### src/logic/unused_placeholder_none.sv
// This file holds no logic; the design is complete in the files above.
`timescale 1ns/1ns
`default_nettype none
`default_nettype wire

### src/logic/wake_gate_pkg.sv
// Constants for the wake-up delay sequencer and the peripheral clock gate bank.
`default_nettype none
package wake_gate_pkg;
    // ****************************************************************
    // Register map, byte addresses on the plain register port.
    // ****************************************************************
    localparam int ADDR_W = 8;
    localparam int DATA_W = 32;
    localparam logic [7:0] ADDR_GATE0 = 8'h00;
    localparam logic [7:0] ADDR_CLKCFG = 8'h04;
    localparam logic [7:0] ADDR_STATUS = 8'h08;
    // ****************************************************************
    // Field layouts and reset values.
    // ****************************************************************
    localparam logic [7:0] GATE0_RESET = 8'h00;
    localparam int CFG_RUN_LSB = 0;
    localparam int CFG_PRI_LSB = 2;
    localparam int CFG_FREQ_LSB = 4;
    localparam int CFG_IDLE_BIT = 7;
    localparam logic [1:0] RUN_PRIMARY = 2'h0;
    localparam logic [1:0] RUN_SECONDARY = 2'h1;
    localparam logic [1:0] RUN_FAST_INT = 2'h2;
    localparam logic [1:0] PRI_CRYSTAL = 2'h0;
    localparam logic [1:0] PRI_CRYSTAL_PLL = 2'h1;
    localparam logic [1:0] PRI_EXTERNAL = 2'h2;
    localparam logic [1:0] PRI_INTERNAL = 2'h3;
    localparam logic [2:0] FREQ_1MHZ = 3'h3;
    localparam logic [7:0] CFG_RESET = {1'b0, FREQ_1MHZ, PRI_CRYSTAL, RUN_PRIMARY};
    localparam int ST_PRI_READY = 0;
    localparam int ST_INT_STABLE = 1;
    localparam int ST_CPU_HELD = 2;
    localparam int ST_LOW_POWER = 3;
    // ****************************************************************
    // Clock source before wake-up, used as one key of the delay lookup.
    // ****************************************************************
    typedef enum logic [1:0] {SRC_NONE, SRC_PRIMARY, SRC_SLOW, SRC_FAST} before_src_e;
    // ****************************************************************
    // Timing: times in their own units, counts derived at 125 MHz.
    // ****************************************************************
    localparam int CLK_MHZ = 125;
    localparam int CPU_READY_NS = 200;
    localparam int CPU_READY_CYC = (CPU_READY_NS * CLK_MHZ + 999) / 1000;
    localparam int OSC_STARTUP_CYC = 1024;
    localparam int PLL_LOCK_US = 2000;
    localparam int PLL_LOCK_CYC = PLL_LOCK_US * CLK_MHZ;
    localparam int INT_SETTLE_US = 5;
    localparam int INT_SETTLE_CYC = INT_SETTLE_US * CLK_MHZ;
    localparam int NUM_PERIPH = 8;
endpackage : wake_gate_pkg
`default_nettype wire

### src/logic/wake_delay_gate.sv
// Wake-up exit delay sequencer with clock ready flags and a peripheral disable bank.
//
// Functional notes
// - No start-up timer leaving primary idle.
// - Skip start-up timer for non-crystal primary.
// - Hold CPU cpu_ready_delay, then run.
// - CPU ready delay runs alongside others.
// - Reset selects 1 MHz fast oscillator.
// - Crystal wake waits start-up, sets ready.
// - PLL wake waits start-up then lock.
// - Fast internal wake runs while settling.
// - All fast internal frequencies share category.
// - Disable bit cuts peripheral clocks.
// - Disabled peripheral ignores writes, reads invalid.
// - One disconnects, zero connects the module.
// - Serial ports bits 7,6; timers 5..0.
// - Wake only on interrupt, reset, watchdog.
//
// Implementation choices: the address map and the address-and-strobe port.
`timescale 1ns/1ns
`default_nettype none
module wake_delay_gate #(
    parameter int CNT_W = 20,
    parameter int CPU_READY_CYCLES = wake_gate_pkg::CPU_READY_CYC,
    parameter int OSC_STARTUP_CYCLES = wake_gate_pkg::OSC_STARTUP_CYC,
    parameter int PLL_LOCK_CYCLES = wake_gate_pkg::PLL_LOCK_CYC,
    parameter int INT_SETTLE_CYCLES = wake_gate_pkg::INT_SETTLE_CYC
) (
    // Clock and reset.
    input wire logic clk,
    input wire logic rst,
    // Register port.
    input wire logic [wake_gate_pkg::ADDR_W-1:0] regAddr,
    input wire logic [wake_gate_pkg::DATA_W-1:0] regWdata,
    input wire logic regWr,
    input wire logic regRd,
    output logic [wake_gate_pkg::DATA_W-1:0] regRdata,
    // Power-managed mode control from the core.
    input wire logic sleepReq,
    input wire logic intWake,
    input wire logic resetWake,
    input wire logic wdtWake,
    // CPU and clock status.
    output logic cpuRun,
    output logic primaryOscReadyFlag,
    output logic internalOscStableFlag,
    output logic [2:0] fastOscFreqSel,
    output logic primaryOscEn,
    output logic pllEn,
    // Peripheral gating, one lane per disable bit.
    input wire logic [wake_gate_pkg::NUM_PERIPH-1:0] periphWrReq,
    output logic [wake_gate_pkg::NUM_PERIPH-1:0] periphClkEn,
    output logic [wake_gate_pkg::NUM_PERIPH-1:0] periphWrEn,
    output logic [wake_gate_pkg::NUM_PERIPH-1:0] periphRdValid
);

    // ****************************************************************
    // Types and declarations.
    // ****************************************************************
    typedef enum logic [1:0] {ST_RUN, ST_LOWPWR, ST_WAKE} pm_state_e;

    pm_state_e state_r;
    wake_gate_pkg::before_src_e beforeSrc_r;
    logic [7:0] gate0_r;
    logic [7:0] cfg_r;
    logic idleMode_r;
    logic [CNT_W-1:0] csdCnt_r;
    logic [CNT_W-1:0] oscCnt_r;
    logic [CNT_W-1:0] pllCnt_r;
    logic [CNT_W-1:0] settleCnt_r;
    logic oscActive_r;
    logic pllActive_r;
    logic settleActive_r;
    logic priReady_r;
    logic intStable_r;
    logic wakeEvent;
    logic needOst;
    logic needPll;
    logic needSettle;
    logic keepIntStable;
    logic [1:0] runSrc;
    logic [1:0] priMode;
    logic csdDone;
    logic oscDone;
    logic [2:0] path;

    localparam logic [CNT_W-1:0] CSD_LOAD = CNT_W'(CPU_READY_CYCLES - 1);
    localparam logic [CNT_W-1:0] OST_LOAD = CNT_W'(OSC_STARTUP_CYCLES - 1);
    localparam logic [CNT_W-1:0] PLL_LOAD = CNT_W'(PLL_LOCK_CYCLES - 1);
    localparam logic [CNT_W-1:0] SETTLE_LOAD = CNT_W'(INT_SETTLE_CYCLES - 1);

    // ****************************************************************
    // Delay path lookup.
    // ****************************************************************
    // Returns {start-up timer, PLL lock, internal settle} for a wake-up
    // from the given source into the given run target.
    function automatic logic [2:0] wakePath(
        input wake_gate_pkg::before_src_e src,
        input logic [1:0] run,
        input logic [1:0] pri
    );
        logic [2:0] res;
        res = 3'h0;
        if (src == wake_gate_pkg::SRC_PRIMARY)
        begin
            res = 3'h0;
        end
        else if (run == wake_gate_pkg::RUN_PRIMARY)
        begin
            case (pri)
                wake_gate_pkg::PRI_CRYSTAL: res = 3'h4;
                wake_gate_pkg::PRI_CRYSTAL_PLL: res = 3'h6;
                wake_gate_pkg::PRI_INTERNAL: res = 3'h1;
                default: res = 3'h0;
            endcase
        end
        else if (run == wake_gate_pkg::RUN_FAST_INT)
        begin
            // Every postscaler setting counts as the same source.
            res = (src == wake_gate_pkg::SRC_FAST) ? 3'h0 : 3'h1;
        end
        return res;
    endfunction : wakePath

    // ****************************************************************
    // Combinational decode.
    // ****************************************************************
    // Only these three events leave a power-managed mode.
    assign wakeEvent = intWake | resetWake | wdtWake;
    assign runSrc = cfg_r[wake_gate_pkg::CFG_RUN_LSB +: 2];
    assign priMode = cfg_r[wake_gate_pkg::CFG_PRI_LSB +: 2];
    assign path = wakePath(beforeSrc_r, runSrc, priMode);
    assign needOst = path[2];
    assign needPll = path[1];
    assign needSettle = path[0];
    assign keepIntStable = (beforeSrc_r == wake_gate_pkg::SRC_FAST);
    assign csdDone = (csdCnt_r == '0);
    assign oscDone = !oscActive_r && !pllActive_r;

    // ****************************************************************
    // Power-mode state machine.
    // ****************************************************************
    // Reset is itself treated as a wake from sleep, so the oscillator
    // path is qualified before the first instruction runs.
    always_ff @(posedge clk or posedge rst)
    begin
        if (rst)
            state_r <= ST_WAKE;
        else
        begin
            case (state_r)
                ST_RUN:
                    if (sleepReq)
                        state_r <= ST_LOWPWR;
                ST_LOWPWR:
                    if (wakeEvent)
                        state_r <= ST_WAKE;
                // Both delays must be over; neither adds to the other.
                ST_WAKE:
                    if (csdDone && oscDone)
                        state_r <= ST_RUN;
                default: state_r <= ST_WAKE;
            endcase
        end
    end

    // Remember which clock the device was on while it slept or idled.
    always_ff @(posedge clk or posedge rst)
    begin
        if (rst)
        begin
            beforeSrc_r <= wake_gate_pkg::SRC_NONE;
            idleMode_r <= 1'b0;
        end
        else if (state_r == ST_RUN && sleepReq)
        begin
            idleMode_r <= cfg_r[wake_gate_pkg::CFG_IDLE_BIT];
            if (!cfg_r[wake_gate_pkg::CFG_IDLE_BIT])
            begin
                beforeSrc_r <= wake_gate_pkg::SRC_NONE;
            end
            else
            begin
                case (runSrc)
                    wake_gate_pkg::RUN_PRIMARY: beforeSrc_r <= wake_gate_pkg::SRC_PRIMARY;
                    wake_gate_pkg::RUN_FAST_INT: beforeSrc_r <= wake_gate_pkg::SRC_FAST;
                    default: beforeSrc_r <= wake_gate_pkg::SRC_SLOW;
                endcase
            end
        end
    end

    // ****************************************************************
    // Delay counters.
    // ****************************************************************
    // The CPU ready delay is loaded at the wake event in every case.
    always_ff @(posedge clk or posedge rst)
    begin
        if (rst)
            csdCnt_r <= CSD_LOAD;
        else if (state_r == ST_LOWPWR && wakeEvent)
            csdCnt_r <= CSD_LOAD;
        else if (state_r == ST_WAKE && !csdDone)
            csdCnt_r <= csdCnt_r - CNT_W'(1);
    end

    // Start-up timer, then PLL lock, in series when both are needed.
    always_ff @(posedge clk or posedge rst)
    begin
        if (rst)
        begin
            oscActive_r <= 1'b1;
            pllActive_r <= 1'b0;
            oscCnt_r <= OST_LOAD;
            pllCnt_r <= PLL_LOAD;
        end
        else if (state_r == ST_LOWPWR && wakeEvent)
        begin
            oscActive_r <= needOst;
            pllActive_r <= 1'b0;
            oscCnt_r <= OST_LOAD;
            pllCnt_r <= PLL_LOAD;
        end
        else if (oscActive_r)
        begin
            if (oscCnt_r == '0)
            begin
                oscActive_r <= 1'b0;
                pllActive_r <= needPll;
            end
            else
            begin
                oscCnt_r <= oscCnt_r - CNT_W'(1);
            end
        end
        else if (pllActive_r)
        begin
            if (pllCnt_r == '0)
            begin
                pllActive_r <= 1'b0;
            end
            else
            begin
                pllCnt_r <= pllCnt_r - CNT_W'(1);
            end
        end
    end

    // Internal oscillator settling; the CPU does not wait for it.
    always_ff @(posedge clk or posedge rst)
    begin
        if (rst)
        begin
            settleActive_r <= 1'b0;
            settleCnt_r <= SETTLE_LOAD;
        end
        else if (state_r == ST_LOWPWR && wakeEvent)
        begin
            settleActive_r <= needSettle;
            settleCnt_r <= SETTLE_LOAD;
        end
        else if (settleActive_r)
        begin
            if (settleCnt_r == '0)
                settleActive_r <= 1'b0;
            else
                settleCnt_r <= settleCnt_r - CNT_W'(1);
        end
    end

    // ****************************************************************
    // Clock ready flags.
    // ****************************************************************
    // Primary ready drops whenever the primary clock is stopped and
    // rises once its start-up path is complete.
    always_ff @(posedge clk or posedge rst)
    begin
        if (rst)
            priReady_r <= 1'b0;
        else if (state_r == ST_RUN && sleepReq)
            priReady_r <= cfg_r[wake_gate_pkg::CFG_IDLE_BIT]
                && runSrc == wake_gate_pkg::RUN_PRIMARY;
        else if (state_r == ST_WAKE && oscDone && runSrc == wake_gate_pkg::RUN_PRIMARY
                 && priMode != wake_gate_pkg::PRI_INTERNAL)
            priReady_r <= 1'b1;
    end

    // Internal stable stays set when the fast source kept running.
    always_ff @(posedge clk or posedge rst)
    begin
        if (rst)
            intStable_r <= 1'b0;
        else if (state_r == ST_RUN && sleepReq)
            intStable_r <= cfg_r[wake_gate_pkg::CFG_IDLE_BIT]
                && runSrc == wake_gate_pkg::RUN_FAST_INT;
        else if (state_r == ST_LOWPWR && wakeEvent)
            intStable_r <= keepIntStable;
        else if (state_r != ST_LOWPWR && settleActive_r && settleCnt_r == '0)
            intStable_r <= 1'b1;
    end

    // ****************************************************************
    // Registers.
    // ****************************************************************
    // Disable bank; a one gates its peripheral off.
    always_ff @(posedge clk or posedge rst)
    begin
        if (rst)
            gate0_r <= wake_gate_pkg::GATE0_RESET;
        else if (regWr && regAddr == wake_gate_pkg::ADDR_GATE0)
            gate0_r <= regWdata[7:0];
    end

    // Clock configuration; reset picks the 1 MHz fast oscillator.
    always_ff @(posedge clk or posedge rst)
    begin
        if (rst)
            cfg_r <= wake_gate_pkg::CFG_RESET;
        else if (regWr && regAddr == wake_gate_pkg::ADDR_CLKCFG)
            cfg_r <= regWdata[7:0];
    end

    // Read data stand only in the cycle after the strobe.
    always_ff @(posedge clk or posedge rst)
    begin
        if (rst)
            regRdata <= '0;
        else if (regRd)
        begin
            case (regAddr)
                wake_gate_pkg::ADDR_GATE0: regRdata <= {24'h000000, gate0_r};
                wake_gate_pkg::ADDR_CLKCFG: regRdata <= {24'h000000, cfg_r};
                wake_gate_pkg::ADDR_STATUS: regRdata <= {28'h0000000, state_r == ST_LOWPWR,
                    !cpuRun, intStable_r, priReady_r};
                default: regRdata <= '0;
            endcase
        end
        else
            regRdata <= '0;
    end

    // ****************************************************************
    // Outputs.
    // ****************************************************************
    // Execution resumes on the first clock after the delays end.
    assign cpuRun = (state_r == ST_RUN);
    assign primaryOscReadyFlag = priReady_r;
    assign internalOscStableFlag = intStable_r;
    assign fastOscFreqSel = cfg_r[wake_gate_pkg::CFG_FREQ_LSB +: 3];
    // The primary oscillator keeps running in primary idle only.
    assign primaryOscEn = (state_r != ST_LOWPWR) || (idleMode_r
        && beforeSrc_r == wake_gate_pkg::SRC_PRIMARY);
    assign pllEn = primaryOscEn && priMode == wake_gate_pkg::PRI_CRYSTAL_PLL;

    // Per-peripheral gating; register state is kept while gated.
    for (genvar i = 0; i < wake_gate_pkg::NUM_PERIPH; i++)
    begin : g_gate
        assign periphClkEn[i] = !gate0_r[i];
        assign periphWrEn[i] = periphWrReq[i] && !gate0_r[i];
        assign periphRdValid[i] = !gate0_r[i];
    end

endmodule : wake_delay_gate
`default_nettype wire

### config.mk
export PLATFORM = sky130hd
export DESIGN_NAME = wake_delay_gate
export DESIGN_NICKNAME = d
export VERILOG_FILES = /design/src/logic/unused_placeholder_none.sv /design/src/logic/wake_gate_pkg.sv /design/src/logic/wake_delay_gate.sv
export SDC_FILE = /design/constraint.sdc
export NUM_CORES = 1
export LEC_CHECK = 0
export ABC_AREA = 1
export BUFFER_PORTS_ARGS = -buffer_cell sky130_fd_sc_hd__buf_2
export CORE_ASPECT_RATIO = 2
export CORE_MARGIN = 5
export CORE_UTILIZATION = 30
export DETAILED_ROUTE_END_ITERATION = 6
export PLACE_DENSITY = 0.48
export SYNTH_ARGS = -nofsm -noshare
export SYNTH_HDL_FRONTEND = slang
export SYNTH_SLANG_ARGS = --single-unit
### constraint.sdc
create_clock -name clk -period 4.1 [get_ports clk]
set_input_delay 0.82 -clock clk [delete_from_list [all_inputs] [get_ports clk]]
set_output_delay 0.82 -clock clk [all_outputs]
set_load 0.02 [all_outputs]
# Word level (Yosys, flattened, before mapping)
# Index checks and enable logic that the tools add are counted.
[totals]
ff_bits = 138
latch_bits = 0
mem_bits_rw = 0
romBits = 0
out_inout_bits = 64
word_cells = 136
n_memories = 0
[op_classes]
addsub = 4
n_mul = 0
n_div = 0
magnitude_cmp = 0
n_eq_ne = 19
shifts = 0
n_mux = 41
bitwise_logic = 2
reduce_logical = 55
[ops]
columns = ["op", "count"]
rows = [
  ["20-bit 2-to-1 mux", 12],
  ["20-bit logical NOT", 4],
  ["20-bit by 1-bit subtractor with 20-bit output (second input constant)", 4],
  ["32-bit 2-to-1 mux", 1],
  ["1-bit logical AND", 24],
  ["8-bit case mux with 3 select lines", 1],
  ["1-bit 2-to-1 mux", 18],
  ["2-bit != test (second input constant)", 7],
  ["1-bit logical NOT", 12],
  ["2-bit nonzero test", 5],
  ["3-bit case mux with 3 select lines", 1],
  ["2-bit equality test (second input constant)", 4],
  ["8-bit by 3-bit equality test with 1-bit output (second input constant)", 1],
  ["8-bit by 4-bit equality test with 1-bit output (second input constant)", 1],
  ["8-bit logical NOT", 1],
  ["2-bit 2-to-1 mux", 4],
  ["2-bit by 1-bit equality test with 1-bit output (second input constant)", 3],
  ["2-bit logical NOT", 3],
  ["3-bit 2-to-1 mux", 2],
  ["2-bit case mux with 3 select lines", 1],
  ["3-bit AND reduction", 2],
  ["2-bit by 1-bit != test with 1-bit output (second input constant)", 2],
  ["2-bit case mux with 2 select lines", 1],
  ["2-bit AND reduction", 2],
  ["other kinds (4)", 5],
]

# Logic depth before layout (Yosys ltp)
[logic_depth]
depth_word = 8
ltp_mapped = 13
ltp_nobuf = 12

# Worst setup path before layout
# OpenSTA, ideal clock, no wires.
[synth_path]
kind = "reg2out"
start = "register beforeSrc_r[1]"
end = "output port pllEn"
arrival_ns = 1.428
slack_ns = 1.852
path_stages_with_launch = 6
path_buffers = 0
path_cell_list = "dfrtp_1 -> inv_1 -> nand2_1 -> o21ai_0 -> nand2_1 -> nor2_1"
[synth_between]
elab_chain_len = 4
[synth_lines]
columns = ["element", "line", "source"]
rows = [
  ["from (decl)", "wake_delay_gate.sv:63", "wake_gate_pkg::before_src_e beforeSrc_r;"],
  ["from (signal assigned)", "wake_delay_gate.sv:172", "beforeSrc_r <= wake_gate_pkg::SRC_NONE;"],
  ["from (signal assigned)", "wake_delay_gate.sv:180", "beforeSrc_r <= wake_gate_pkg::SRC_NONE;"],
  ["from (signal assigned)", "wake_delay_gate.sv:185", "wake_gate_pkg::RUN_PRIMARY: beforeSrc_r <= wake_gate_pkg::SRC_PRIMARY;"],
  ["2-bit by 1-bit equality test with 1-bit output", "wake_delay_gate.sv:352", "&& beforeSrc_r == wake_gate_pkg::SRC_PRIMARY);"],
  ["1-bit logical AND", "wake_delay_gate.sv:352", ""],
  ["1-bit logical OR", "wake_delay_gate.sv:351", "assign primaryOscEn = (state_r != ST_LOWPWR) || (idleMode_r"],
  ["via primaryOscEn", "wake_delay_gate.sv:48", "output logic primaryOscEn,"],
  ["1-bit logical AND", "wake_delay_gate.sv:353", "assign pllEn = primaryOscEn && priMode == wake_gate_pkg::PRI_CRYSTAL_PLL;"],
  ["to (decl)", "wake_delay_gate.sv:49", "output logic pllEn,"],
]
# The timed path passes the listed nets, and every way through them passes these cells.

# Final worst setup path
[layout_path]
start = "register state_r[1]"
end = "output port pllEn"
[layout_between]
elab_chain_len = 3
[layout_lines]
columns = ["element", "line", "source"]
rows = [
  ["from (decl)", "wake_delay_gate.sv:62", "pm_state_e state_r;"],
  ["from (signal assigned)", "wake_delay_gate.sv:148", "state_r <= ST_WAKE;"],
  ["from (signal assigned)", "wake_delay_gate.sv:154", "state_r <= ST_LOWPWR;"],
  ["from (signal assigned)", "wake_delay_gate.sv:157", "state_r <= ST_WAKE;"],
  ["2-bit by 1-bit != test with 1-bit output", "wake_delay_gate.sv:351", ""],
  ["1-bit logical OR", "wake_delay_gate.sv:351", ""],
  ["1-bit logical AND", "wake_delay_gate.sv:353", ""],
]
# No other way between the ends.

==> key figures <==
Status
  • Outcome: finished clean

CTS
  • Clk slew on worst S/H paths: 0.06 ns
  • Root Buffer Master: clkbuf_16
  • Clk sink count: 114
  • Number of clock buffers inserted by TritonCTS: 17
  • Clock network latency to the later pin of the worst-skew pair: 0.43 ns
  • Post-CTS setup-driven buffer insertion count: 0
  • Clock Tree Buf Depth: 2
  • H-Tree Depth: 4
  • Post-CTS resize count: 0
  • Post-CTS Hold Fix Bufs: 0
  • CTS tree: built

Critical path
  • Setup slack, reg-to-reg: 1.82 ns
  • Critical register-to-register path startpoint: state_r[1]
  • Crit path launch type: flop
  • Peak fanout along the critical path: 3
  • Data required time at the worst endpoint: 3.28 ns
  • Arrival time reported for the critical path endpoint: 1.80 ns
  • Reg-to-reg critical path endpoint: csdCnt_r[14]
  • End of the critical path: pllEn
  • Worst r2r path cells: 8
  • Setup crit start: state_r[1]
  • Critical Setup Path Class: flop to output pin
  • Crit. End Element: output pin

Drt
  • Number of DRC markers after the initial detailed-route iteration: 246
  • Number of vias after detailed routing: 6547
  • DRC violations left: 0
  • Drt total wl: 20.74 mm
  • DR pass1 iterations: 4
  • Number of nets with antenna violations after routing: 0
  • Vias per inst: 4.720
  • Average detailed-routed wire length per instance: 14.95 microns

Placed design
  • DP HPWL: 16.12 mm
  • PortBufs: 71
  • Placement-stage cell area: 7661 sq um
  • Gpl congestion: 0.8639

Floorplan
  • Starting Density: 30.36%
  • Number of rows created at floorplan: 80
  • Die boundary height: 229.6 microns
  • Boundary pin count: 120
  • Core Box Area: 23820 sq um
  • Overall die width: 119.8 microns
  • Die ar.: 27500 sq um

STA
  • Relative max-transition margin: 44.65%
  • Minimum clock period after layout: 2.616 ns
  • Setup repair after global routing missed its margin: no
  • Final Hold Vio Count: 0
  • Worst-margin pin slew: 0.8239 ns
  • Final Setup Violations: 0
  • Final sum of negative setup slack: 0 ns
  • Post-route clock skew: 0.006013 ns
  • Achievable clock frequency: 0.3823 GHz
  • Final Max Tran Viols: 0
  • Portion of the clock cycle consumed by the worst path in the final layout: 63.80%
  • Smallest hold slack: 0.4773 ns

Synth
  • Most instantiated library cell after synthesis: nand2_1
  • Proportion of synthesized chip area in sequential cells: 39.97%
  • Commonest register cell after synthesis: dfrtp_1
  • Total number of yosys warnings: 0
  • Largest cells by area after synthesis: dfrtp_1, nand2_1, dfstp_2
  • Count of flip-flops with a built-in enable after synthesis: 0
  • Post-synth cell types: 40
  • Seq cells post-synth: 114
  • Async SR Flop Fraction: 100.0%
  • Top cell type's share of synthesized area: 29.07%
  • List of most frequent post-synthesis cells: nand2_1, nor2_1, inv_1, nand3_1, dfrtp_1
  • Area of the mapped netlist: 7232 sq um
  • Cell type with the largest total area after synthesis: dfrtp_1
  • Cell count after synthesis: 1024
  • Mean area per synthesized cell: 7.062 sq um

Global route
  • GR Overflow Total: 0
  • Via count of the first global-routing pass: 6696
  • Wire length of the first global-routing pass: 33.06 mm
  • Initial antenna violation count: 0
  • Combined global-route utilization of all metal layers: 15.46%
  • Pin count of the biggest net entering global routing: 63

Pwr
  • Leakage power total: 4.378 nW
  • Switching pwr: 2.001 mW
  • Switching share of power: 41.14%
  • Seq pwr share: 33.8%
  • Worst supply voltage drop on vdd: 288.3 uV
  • Relative contribution of combinational cells to total power: 34.3%
  • Share of total power in the clock network: 31.9%
  • Power Internal: 2.864 mW
  • Cell area power density: 588.4 nW/um^2
  • Pwr Total: 4.865 mW

Layout
  • Multi-input gate area: 3523 sq um
  • Storage cell area: 2890 sq um
  • Final Cell Area: 8269 sq um
  • Area growth from synthesis to layout: 14.34%
  • Diodes inserted: 0
  • Filler cell count in the final layout: 2603
  • Layout cells sized above 1: 15.82%
  • Count of nets after finishing: 1151

Run
  • MaxCap Viol Count: 0

Min path
  • Path category of the worst min-delay check: flop to flop
==> flip-flops by register name (all words and copies together), names as in the netlist <==
register and flops:
oscCnt_r 20, gate0_r 8, settleCnt_r 20, primaryOscReadyFlag 1, cfg_r 8, regRdata 8, pllActive_r 1, pllCnt_r 20
csdCnt_r 20, state_r 2, oscActive_r 1, beforeSrc_r 2, idleMode_r 1, internalOscStableFlag 1, settleActive_r 1
==> cells in the final DEF, fill, tap and decap left out, types with 3 or more instances in the layout <==
cell,netlist,layout
o211ai_1,4,4
nand2_2,5,5
clkinvlp_4,0,4
dfrtp_1,84,84
nor2_2,9,9
a21oi_1,14,14
nand4_1,37,37
o21ai_0,47,47
xor2_1,18,18
o21ai_1,12,12
dfstp_2,30,30
inv_2,4,4
ha_1,8,8
or2_2,4,4
nor3_1,6,6
inv_6,1,5
nand2_1,281,281
inv_1,124,123
buf_2,8,71
nor2_1,161,161
conb_1,1,24
a21o_1,12,12
nand3_1,87,87
bufinv_16,0,3
clkbuf_16,0,17
nand2_4,6,6
==> per-stage QoR <==
step	setup slack, ns	std cells	utilization [%]
after global routing	1.342	1387	34.71
after floorplan	0.3139	1047	-
after CTS	1.445	1387	34.71
after global placement	1.366	1355	32.16
after detailed placement	1.365	1355	32.16
final	1.484	1387	34.71
==> power by group through the flow <==
stage | Sequential, mW | Combinational, mW | Clock (mW)
floorplan | 1.58 | 1.37 | 0
global placement | 1.66 | 1.69 | 0
detailed placement | 1.66 | 1.70 | 0
CTS | 1.65 | 1.71 | 1.58
global route | 1.67 | 1.91 | 1.63
finish | 1.64 | 1.67 | 1.55
==> per-layer routing <==
metal  track usage, %  part of all wire, %  vias up
met1            13.36                   34     3014
li1                 -                    -     3314
met4            9.717                  4.9        0
met3            3.012                  3.6       57
met2            31.11                   58      162
met5                0                    0        -
==> layout make-up <==
type	count	share of cell area, %
Multi-Input combinational cell	750	42.61
Inverter	130	6.022
Timing Repair Buffer	74	4.721
Tap cell	287	4.343
Sequential cell	114	34.95
Clock buffer	17	5.145
Clock inverter	15	2.209
==> cell families after synthesis <==
family	count (synthesis)	synth area share (%)
AOI/OAI and AO/OA	96	7.613
xor gates and xnor gates	19	2.301
adders and majority gates	8	1.384
buffers and inverters	183	12.51
DFF	114	39.97
other	1	0.05185
and+or+nand+nor	603	36.18
==> worst min path at each step <==
stage | from | end | slack [ns] | depth (start not counted)
5_1_grt | settleCnt_r[5] | settleCnt_r[5] | 0.51 | 2
2_1_floorplan | pllCnt_r[7] | pllCnt_r[7] | 0.45 | 2
4_1_cts | pllCnt_r[7] | pllCnt_r[7] | 0.48 | 2
3_5_place_dp | pllCnt_r[7] | pllCnt_r[7] | 0.47 | 2
3_3_place_gp | pllCnt_r[7] | pllCnt_r[7] | 0.47 | 2
6_report | pllCnt_r[7] | pllCnt_r[7] | 0.48 | 2
==> critical path: stages (launching register included) <==
cell	delay [ns]
dfstp_2	0.53
inv_1	0.05
nand2_1	0.15
inv_1	0.11
o21ai_0	0.16
nand2_1	0.08
nor2_1	0.11
buf_2	0.18
Note: power is estimated with default switching activity, not from simulation.
